**src/ict_consts.vh**
```
// constants for the i/o command and test handshake terminal
`ifndef ICT_CONSTS_VH
`define ICT_CONSTS_VH

// ****************************************
// register byte offsets
// ****************************************
`define ICT_OFF_CTRL 4'h0
`define ICT_OFF_UNIT 4'h4
`define ICT_OFF_STAT 4'h8
`define ICT_OFF_FUNC 4'hc
`define ICT_ADDR_W 4

// ****************************************
// control fields and reset values
// ****************************************
`define ICT_CTRL_EN 0
`define ICT_CTRL_RST 1'h0
`define ICT_UNIT_W 6
`define ICT_UNIT_RST 6'h00

// ****************************************
// second word fields, bit 0 is the most significant bus line
// ****************************************
`define ICT_BUS_W 16
`define ICT_FC_HI 11
`define ICT_FC_LO 6
`define ICT_FC_W 6
`define ICT_SU_HI 5
`define ICT_SU_LO 3
`define ICT_SU_W 3
`define ICT_TSEL_W 3
`define ICT_NCOND 8

// ****************************************
// status bit positions
// ****************************************
`define ICT_ST_TEST 0
`define ICT_ST_SYNC 1
`define ICT_ST_STROBE 2
`define ICT_ST_ACCEPT 3
`define ICT_ST_TEU 4
`define ICT_ST_READY 5
`define ICT_ST_W 6

// ****************************************
// bus answers
// ****************************************
`define ICT_RESP_OKAY 2'h0
`define ICT_RESP_SLVERR 2'h2
`define ICT_ZERO32 32'h00000000

`endif

```
**src/ict_terminal.v**
```verilog
// data terminal for the i/o command and test instructions, with register slave
//
// Decided for this implementation: the AXI4-Lite register port and the placing of the registers.
`timescale 1ns/1ps
`include "ict_consts.vh"

// Behaviour
// - selected command with sync: next clock raises test return if ready, and sync on the same clock
// - skip mode, not ready: test return stays low, sync return still raised
// - dropping instruction sync clears test return and sync return
// - data here latches function bits from bus and raises data accepted
// - mainframe holds data here until accepted; removal drops data accepted
// - instruction sync with unit selected releases return clears, enables clock gate
// - gated clock sets test return only with ready and command level
// - skip mode clock sets sync return; wait mode sets it with test return
// - test return steering sampled every clock; ready sets test and sync at once
// - data here with command and select raises command ready to unit
// - command ready with strobe clear: next clock sets strobe to device
// - device raises command accepted after capturing bits, any delay
// - clock after command accepted resets strobe, which drives data accepted
// - command or test level combined with unit select qualifies every response
// - test instruction is always skip type and device is presumed ready
// - test selects busy, parity, form, inoperative, not busy, file, device conditions
// - wait option travels as first word bit 9; one means wait
// - second word bits 4 to 9 function code, bits 10 to 12 sub-unit
module ict_terminal (
  input wire mclk,
  input wire rst_n,
  input wire instr_sync_n,
  input wire command_external_instr_n,
  input wire test_external_instr_n,
  input wire wait_flag_n,
  input wire data_here_n,
  input wire [`ICT_UNIT_W-1:0] unit_number_n,
  input wire [`ICT_BUS_W-1:0] io_bus_n,
  output wire test_return_n,
  output wire sync_return_n,
  output wire data_accepted_n,
  input wire unit_ready,
  input wire cmd_accepted,
  input wire [`ICT_NCOND-1:0] test_cond,
  output wire cmd_ready_to_unit,
  output wire cmd_strobe,
  output reg [`ICT_FC_W-1:0] function_code,
  output reg [`ICT_SU_W-1:0] sub_unit,
  input wire [`ICT_ADDR_W-1:0] s_axi_awaddr,
  input wire s_axi_awvalid,
  output wire s_axi_awready,
  input wire [31:0] s_axi_wdata,
  input wire [3:0] s_axi_wstrb,
  input wire s_axi_wvalid,
  output wire s_axi_wready,
  output reg [1:0] s_axi_bresp,
  output reg s_axi_bvalid,
  input wire s_axi_bready,
  input wire [`ICT_ADDR_W-1:0] s_axi_araddr,
  input wire s_axi_arvalid,
  output wire s_axi_arready,
  output reg [31:0] s_axi_rdata,
  output reg [1:0] s_axi_rresp,
  output reg s_axi_rvalid,
  input wire s_axi_rready
);

  // ****************************************
  // pin synchronisers; zero volts means asserted
  // ****************************************
  localparam NSYNC = 5 + `ICT_UNIT_W + `ICT_BUS_W;
  reg [NSYNC-1:0] pin_meta;
  reg [NSYNC-1:0] pin_sync;
  wire [NSYNC-1:0] pin_raw;
  assign pin_raw = ~{instr_sync_n, command_external_instr_n, test_external_instr_n,
                     wait_flag_n, data_here_n, unit_number_n, io_bus_n};

  always @(posedge mclk or negedge rst_n) begin
    if (!rst_n) begin
      pin_meta <= {NSYNC{1'b0}};
      pin_sync <= {NSYNC{1'b0}};
    end else begin
      pin_meta <= pin_raw;
      pin_sync <= pin_meta;
    end
  end

  wire instr_sync = pin_sync[NSYNC-1];
  wire command_external_instr = pin_sync[NSYNC-2];
  wire test_external_instr = pin_sync[NSYNC-3];
  wire wait_flag = pin_sync[NSYNC-4];
  wire data_here = pin_sync[NSYNC-5];
  wire [`ICT_UNIT_W-1:0] unit_number = pin_sync[`ICT_BUS_W +: `ICT_UNIT_W];
  wire [`ICT_BUS_W-1:0] io_bus = pin_sync[`ICT_BUS_W-1:0];

  // ****************************************
  // unit select and qualification
  // ****************************************
  reg enable;
  reg [`ICT_UNIT_W-1:0] unit_address;
  wire this_unit = enable && (unit_number == unit_address);
  wire cmd_sel = command_external_instr && this_unit;
  wire teu_sel = test_external_instr && this_unit;
  wire sync_gate = instr_sync && this_unit;

  // ****************************************
  // test return and sync return flops
  // ****************************************
  reg test_return_flop;
  reg sync_return_flop;
  reg teu_result;
  reg data_accepted_flop;
  reg command_strobe_flop;
  reg strobe_done;
  wire set_test = cmd_sel && unit_ready && !test_return_flop;

  always @(posedge mclk or negedge rst_n) begin
    if (!rst_n) begin
      test_return_flop <= 1'b0;
      sync_return_flop <= 1'b0;
    end else if (!sync_gate) begin
      // held cleared while the sync level is absent
      test_return_flop <= 1'b0;
      sync_return_flop <= 1'b0;
    end else if (cmd_sel) begin
      // steering looked at on every clock, so a late ready still answers
      if (set_test) begin
        test_return_flop <= 1'b1;
        sync_return_flop <= 1'b1;
      end else if (!wait_flag) begin
        sync_return_flop <= 1'b1;
      end
    end else if (teu_sel) begin
      sync_return_flop <= 1'b1;
    end
  end

  // ****************************************
  // data phase: command strobe and data accepted
  // ****************************************
  assign cmd_ready_to_unit = data_here && cmd_sel;
  wire [`ICT_TSEL_W-1:0] cond_sel = io_bus[`ICT_FC_LO +: `ICT_TSEL_W];

  always @(posedge mclk or negedge rst_n) begin
    if (!rst_n) begin
      command_strobe_flop <= 1'b0;
      strobe_done <= 1'b0;
      data_accepted_flop <= 1'b0;
      teu_result <= 1'b0;
      function_code <= {`ICT_FC_W{1'b0}};
      sub_unit <= {`ICT_SU_W{1'b0}};
    end else if (!data_here) begin
      command_strobe_flop <= 1'b0;
      strobe_done <= 1'b0;
      data_accepted_flop <= 1'b0;
      teu_result <= 1'b0;
    end else if (cmd_sel) begin
      if (!command_strobe_flop && !strobe_done) begin
        command_strobe_flop <= 1'b1;
        function_code <= io_bus[`ICT_FC_HI:`ICT_FC_LO];
        sub_unit <= io_bus[`ICT_SU_HI:`ICT_SU_LO];
      end else if (command_strobe_flop && cmd_accepted) begin
        // device delay is open ended; the strobe simply waits
        command_strobe_flop <= 1'b0;
        strobe_done <= 1'b1;
        data_accepted_flop <= 1'b1;
      end
    end else if (teu_sel && !data_accepted_flop) begin
      function_code <= io_bus[`ICT_FC_HI:`ICT_FC_LO];
      teu_result <= test_cond[cond_sel];
      data_accepted_flop <= 1'b1;
    end
  end

  assign cmd_strobe = command_strobe_flop;
  assign test_return_n = ~(test_return_flop | teu_result);
  assign sync_return_n = ~sync_return_flop;
  assign data_accepted_n = ~data_accepted_flop;

  // ****************************************
  // axi4-lite slave
  // ****************************************
  reg aw_held;
  reg w_held;
  reg [`ICT_ADDR_W-1:0] aw_addr;
  reg [31:0] w_data;
  reg [3:0] w_strb;
  wire do_write = aw_held && w_held && !s_axi_bvalid;
  wire wr_ctrl = do_write && (aw_addr == `ICT_OFF_CTRL);
  wire wr_unit = do_write && (aw_addr == `ICT_OFF_UNIT);
  wire wr_known = wr_ctrl || wr_unit || (aw_addr == `ICT_OFF_STAT) ||
                  (aw_addr == `ICT_OFF_FUNC);

  assign s_axi_awready = !aw_held;
  assign s_axi_wready = !w_held;
  assign s_axi_arready = !s_axi_rvalid;

  always @(posedge mclk or negedge rst_n) begin
    if (!rst_n) begin
      aw_held <= 1'b0;
      w_held <= 1'b0;
      aw_addr <= {`ICT_ADDR_W{1'b0}};
      w_data <= `ICT_ZERO32;
      w_strb <= 4'h0;
      s_axi_bvalid <= 1'b0;
      s_axi_bresp <= `ICT_RESP_OKAY;
      enable <= `ICT_CTRL_RST;
      unit_address <= `ICT_UNIT_RST;
    end else begin
      if (s_axi_awvalid && !aw_held) begin
        aw_held <= 1'b1;
        aw_addr <= s_axi_awaddr;
      end
      if (s_axi_wvalid && !w_held) begin
        w_held <= 1'b1;
        w_data <= s_axi_wdata;
        w_strb <= s_axi_wstrb;
      end
      if (do_write) begin
        aw_held <= 1'b0;
        w_held <= 1'b0;
        s_axi_bvalid <= 1'b1;
        s_axi_bresp <= wr_known ? `ICT_RESP_OKAY : `ICT_RESP_SLVERR;
      end else if (s_axi_bvalid && s_axi_bready) begin
        s_axi_bvalid <= 1'b0;
      end
      if (wr_ctrl && w_strb[0]) begin
        enable <= w_data[`ICT_CTRL_EN];
      end
      if (wr_unit && w_strb[0]) begin
        unit_address <= w_data[`ICT_UNIT_W-1:0];
      end
    end
  end

  wire [`ICT_ST_W-1:0] status = {unit_ready, teu_result, data_accepted_flop,
                                 command_strobe_flop, sync_return_flop, test_return_flop};

  always @(posedge mclk or negedge rst_n) begin
    if (!rst_n) begin
      s_axi_rvalid <= 1'b0;
      s_axi_rdata <= `ICT_ZERO32;
      s_axi_rresp <= `ICT_RESP_OKAY;
    end else if (s_axi_arvalid && !s_axi_rvalid) begin
      s_axi_rvalid <= 1'b1;
      s_axi_rresp <= `ICT_RESP_OKAY;
      case (s_axi_araddr)
        `ICT_OFF_CTRL: s_axi_rdata <= {31'h00000000, enable};
        `ICT_OFF_UNIT: s_axi_rdata <= {26'h0000000, unit_address};
        `ICT_OFF_STAT: s_axi_rdata <= {26'h0000000, status};
        `ICT_OFF_FUNC: s_axi_rdata <= {23'h000000, sub_unit, function_code};
        default: begin
          s_axi_rdata <= `ICT_ZERO32;
          s_axi_rresp <= `ICT_RESP_SLVERR;
        end
      endcase
    end else if (s_axi_rvalid && s_axi_rready) begin
      s_axi_rvalid <= 1'b0;
    end
  end

endmodule // ict_terminal

```
**config.mk**
```make
export PLATFORM = sky130hd
export DESIGN_NAME = ict_terminal
export DESIGN_NICKNAME = d
export VERILOG_FILES = /design/src/ict_terminal.v
export VERILOG_INCLUDE_DIRS = /design/src /design/src/src
export SDC_FILE = /design/constraint.sdc
export NUM_CORES = 1
export LEC_CHECK = 0
export ABC_AREA = 1
export CAP_MARGIN = 40
export CORE_MARGIN = 2
export CORE_UTILIZATION = 65
export DETAILED_ROUTE_END_ITERATION = 12
export DONT_BUFFER_PORTS = 1
export HOLD_SLACK_MARGIN = 0.06
export PLACE_DENSITY = 0.89
export SLEW_MARGIN = 10
export SYNTH_ARGS = -nofsm -noshare
export SYNTH_HDL_FRONTEND = slang
export SYNTH_SLANG_ARGS = --single-unit
```
**constraint.sdc**
```tcl
create_clock -name mclk -period 2.5 [get_ports mclk]
set_clock_uncertainty 0.2 [all_clocks]
set_input_delay 0.5 -clock mclk [delete_from_list [all_inputs] [get_ports mclk]]
set_output_delay 0.5 -clock mclk [all_outputs]
set_load 0.02 [all_outputs]
```
### Yosys cells after proc, flatten, opt, wreduce, memory -nomap -nowiden

Index checks and enable logic that the tools add are counted.

| operators by class | value |
|---|---|
| magnitude comparators | 1 |
| equality and inequality tests | 21 |
| muxes and demuxes | 38 |
| bitwise gates (word level) | 5 |
| reductions and logical operators | 48 |

Operators with widths:

| operator | number |
|---|---|
| one-hot mux 9 bit (4 select lines) | 1 |
| two-way mux 1 bit | 31 |
| inverter 27 bit | 1 |
| logical AND 1 bit | 21 |
| two-way mux 6 bit | 3 |
| == test 4 bit, second input constant | 4 |
| AND reduction 3 bit | 4 |
| inequality test 2 x 1 -> 1 bit, second input constant | 5 |
| nonzero test 2 bit | 5 |
| == test 4 x 3 -> 1 bit, second input constant | 2 |
| zero test 1 bit | 8 |
| zero test 4 bit | 2 |
| AND reduction 2 bit | 4 |
| == test 6 bit | 1 |
| inequality test 2 bit, second input constant | 3 |
| inequality test 3 x 1 -> 1 bit, second input constant | 2 |
| inequality test 3 bit, second input constant | 2 |
| less-than comparator 3 x 4 -> 1 bit, second input constant | 1 |
| two-way mux 2 bit | 2 |
| inequality test 4 x 3 -> 1 bit, second input constant | 1 |
| OR reduction 4 bit | 1 |
| binary-select mux 1 bit (select 3 bit) | 1 |
| logical OR 1 bit | 3 |
| inequality test 3 x 2 -> 1 bit, second input constant | 1 |
| other kinds (2) | 4 |

| storage, ports and cells | value |
|---|---|
| register bits after elaboration | 127 |
| bits of input ports | 88 |
| output and inout bits | 55 |
| logic and storage cells | 135 |

### Longest topological paths before layout

| logic depth | value |
|---|---|
| depth in word-level cells | 8 |
| gate-level depth with buffers | 11 |
| depth with buffers taken out | 11 |

### Worst setup path after synthesis

OpenSTA, ideal clock, no wires.

| timing | value |
|---|---|
| kind | reg2out |
| start point | register unit_address[5] |
| end point | output port cmd_ready_to_unit |
| arrival | 1.127 ns |
| data required time | 1.800 ns |
| path slack | 0.673 ns |
| cell stages (with the launch flop) | 8 |
| path buffers | 0 |
| cells stage by stage | dfrtp_1 inv_1 nand2_1 nand2_1 nand3_2 nor2_8 nand2_2 nor2_4 |

| on the way | value |
|---|---|
| cells in the longest elaborated chain, start to end | 4 |

RTL lines:

| what | line | text |
|---|---|---|
| start: declaration | ict_terminal.v:97 | `` reg [`ICT_UNIT_W-1:0] unit_address; `` |
| start signal: assignment | ict_terminal.v:205 | `` unit_address <= `ICT_UNIT_RST; `` |
| start signal: assignment | ict_terminal.v:228 | `` unit_address <= w_data[`ICT_UNIT_W-1:0]; `` |
| == test 6 bit | ict_terminal.v:98 | `wire this_unit = enable && (unit_number == unit_address);` |
| logical AND 1 bit | ict_terminal.v:98 |  |
| logical AND 1 bit | ict_terminal.v:99 | `wire cmd_sel = command_external_instr && this_unit;` |
| logical AND 1 bit | ict_terminal.v:138 | `assign cmd_ready_to_unit = data_here && cmd_sel;` |
| end: declaration | ict_terminal.v:42 | `output wire cmd_ready_to_unit,` |

Every way passes these cells.

### Worst setup path in the final report

| timing | value |
|---|---|
| start point | register unit_address[0] |
| end point | output port cmd_ready_to_unit |

Same word-level chain as after synthesis.

==> impl_metrics.env <==
export IMPL_status="finished, violations left"
export IMPL_violations="hold timing"
export IMPL_setup_viol=0
export IMPL_cts_buffer_depth=2
export IMPL_post_cts_setup_buffer_count=0
export IMPL_endpoint_kind="primary output"
export IMPL_dieArea_mm2=0.00609
export IMPL_finalCritPeriodShare_pct=95.7
export IMPL_tightest_slew_ns=0.550
export IMPL_finalHoldViolCount=88
export IMPL_synth_largest_area_cell="dfrtp_1"
export IMPL_ys_seq_area_share_pct=61.8
export IMPL_numCtsBuffers=9
export IMPL_clock_root_buffer="clkbuf_8"
export IMPL_antenna_found_initial=0
export IMPL_relSlewSlack_pct=63.1
export IMPL_initial_core_util_pct=68.4
export IMPL_cts_tree="built"
export IMPL_hpwl_mm=4.35
export IMPL_clkTransAtPathRegs_ns=0.09
export IMPL_grt_pass1_vias=2277
export IMPL_viasPerCell=5.12
export IMPL_gr_total_overflow=0
export IMPL_dpl_cell_area_mm2=0.00353
export IMPL_synth_area_leaders="dfrtp_1, nand2_1, inv_1"
export IMPL_final_setup_tns_ns=0
export IMPL_power_leakage_nw=2.05
export IMPL_fp_dieW_um=78.0
export IMPL_grt_usage_pct=22.1
export IMPL_final_area_mm2=0.00396
export IMPL_cts_htree_levels=3
export IMPL_grt_pass1_wl_mm=10.5
export IMPL_hold_path_class="in -> async"
export IMPL_firstDrtPassIters=4
export IMPL_syn_avg_cell_area_um2=10.1
export IMPL_synth_top_cell_area_share_pct=61.8
export IMPL_nFillCells=356
export IMPL_cts_resized_gates=0
export IMPL_wire_per_inst_um=13.9
export IMPL_slew_viol_final=0
export IMPL_gp_congestion=0.908
export IMPL_clkSinkCount=88
export IMPL_core_area_mm2=0.00520
export IMPL_required_ns=1.80
export IMPL_area_growth_pct=11.1
export IMPL_syn_area_mm2=0.00356
export IMPL_holdWs_ns=-0.360
export IMPL_rows=26
export IMPL_antenna_cells=0
export IMPL_drt_first_iter_violations=187
export IMPL_drtAntennaViolNets=0
export IMPL_nets=470
export IMPL_drt_wl_total_mm=6.33
export IMPL_max_freq_mhz=418
export IMPL_startpoint_type="flip-flop"
export IMPL_portBuffers=0
export IMPL_cp_arrival_ns=1.69
export IMPL_maxCapViolations=0
export IMPL_worstPathMaxFanout=9
export IMPL_p_per_area_mw_per_mm2=856
export IMPL_ir_worst_vdd_mv=0.473
export IMPL_io_pins=143
export IMPL_layout_drive_gt1_share_pct=10.3
export IMPL_critPathKind="reg -> out"
export IMPL_die_h_um=78.0
export IMPL_yosysUniqueCellTypes=29
export IMPL_syn_inst=353
export IMPL_yosysWarnings=0
export IMPL_reg2reg_from="s_axi_bvalid"
export IMPL_min_period_ns=2.39
export IMPL_ys_ff_latch=88
export IMPL_clk_latency_ns=0.34
export IMPL_grt_max_degree=89
export IMPL_via_count=2342
export IMPL_post_route_drc_count=0
export IMPL_rsz0062_at_grt="false"
export IMPL_crit_start="unit_address[0]"
final timing paths:
path / slack, ns / endpoint / depth (start not counted)
setup / recovery: 0.11 / cmd_ready_to_unit / 8
hold / removal: -0.36 / w_data[0] / 0
setup reg to reg: 0.57 / unit_address[1] / 6
hold reg to reg: 0.15 / pin_sync[17] / 0
max in group asynchronous: 2.35 / pin_sync[26] / 0
min in group mclk: 0.10 / aw_addr[1] / 1
cell families after synthesis:
logic type	synth area share, %
AO/OA/AOI/OAI	6.32
buffers and inverters	11.6
flip-flops	61.8
multiplexers	3.44
other	0.105
AND/OR/NAND/NOR	16.7
layout by cell type, fill, tap and decap left out, drive strengths merged, types with 3 or more instances in the layout:
cell / netlist / routed
o21ai: 24 / 24
inv: 55 / 56
nand4: 3 / 3
nor2: 31 / 31
nand3: 23 / 23
dfrtp: 88 / 88
conb: 1 / 25
clkbuf: 1 / 11
dlygate4sd3: 0 / 22
nand2: 68 / 68
mux2: 10 / 10
a21oi: 14 / 14
flip-flops by register name, summed over array words and instances, names as in the netlist:
register	cells
s_axi_rvalid	1
s_axi_rdata	9
strobe_done	1
unit_address	6
aw_addr	4
s_axi_bresp	1
w_held	1
w_data	6
s_axi_bvalid	1
pin_meta	20
sync_return_flop	1
data_accepted_flop	1
test_return_flop	1
function_code	6
s_axi_rresp	1
teu_result	1
cmd_strobe	1
w_strb	1
aw_held	1
pin_sync	20
enable	1
sub_unit	3
timing repair:
item / in CTS / in global routing
setup endpoints to repair: 0 / 0
hold buffers: 21 / 1
hold endpoints to repair: 109 / 89
synthesized netlist by cell type:
library cell	number
o2bb2ai_1	1
inv_1	54
buf_6	1
mux2i_1	1
nor2_8	1
nand4_1	1
dfrtp_1	88
nand4_4	1
clkbuf_1	1
buf_2	1
mux2_2	10
nor2_2	2
nor3_2	2
nor2_1	27
nand3_2	1
inv_2	1
nand2_2	3
nor2_4	1
nand4_2	1
buf_4	25
nand2_1	65
conb_1	1
or2_2	1
o31ai_1	1
o21a_1	2
nand3_1	22
a21oi_2	1
o21ai_0	24
a21oi_1	13
routing by layer:
layer  routed length [um]  global-route usage (%)  vias up  part of all wire (%)
met5                    0                       0        -                     0
met4                  148                    11.2        0                   2.3
met3                  507                    4.37       12                   8.0
met2                 3180                    35.9      114                    50
met1                 2490                    28.7     1108                    39
li1                     -                       -     1108                     -
worst max-delay path, cell delays in order, from the launching register on:
cell and delay [ns]:
dfrtp_1 0.35, inv_1 0.07, nand2_1 0.06, nand2_1 0.06
nor2_1 0.16, nand2_2 0.12, nor2_8 0.18, nand2_2 0.14
nor2_4 0.21
through the flow:
| stage | util, % | power (mW) | setup WS, ns | hold WS, ns | std cells |
|---|---|---|---|---|---|
| after floorplan | - | 2.31 | 0.673 | 0.00441 | 377 |
| after global placement | 67.9 | 2.36 | 0.547 | 0.00585 | 419 |
| after detailed placement | 67.9 | 2.40 | 0.506 | 0.00547 | 419 |
| after CTS | 75.8 | 3.40 | 0.114 | -0.373 | 456 |
| after global routing | 76.0 | 3.57 | 0.00504 | -0.383 | 457 |
| final | 76.0 | 3.39 | 0.106 | -0.360 | 457 |
power breakdown:
group	switching [mW]	internal, mW	leakage (nW)
Sequential	0.190	1.66	1.08
Combinational	0.339	0.215	0.867
Clock	0.486	0.497	0.100
Total	1.02	2.37	2.05
final cells by class:
type	instances	area (um2)	share of cell area, %
clock buffers	11	141	3.57
clock inverters	5	63.8	1.61
inverters	55	206	5.22
multi-input cells	206	1040	26.2
flip-flops and latches	88	2200	55.6
well taps	70	87.6	2.21
repair buffers	22	220	5.56
(Power assumes the default switching activity.)
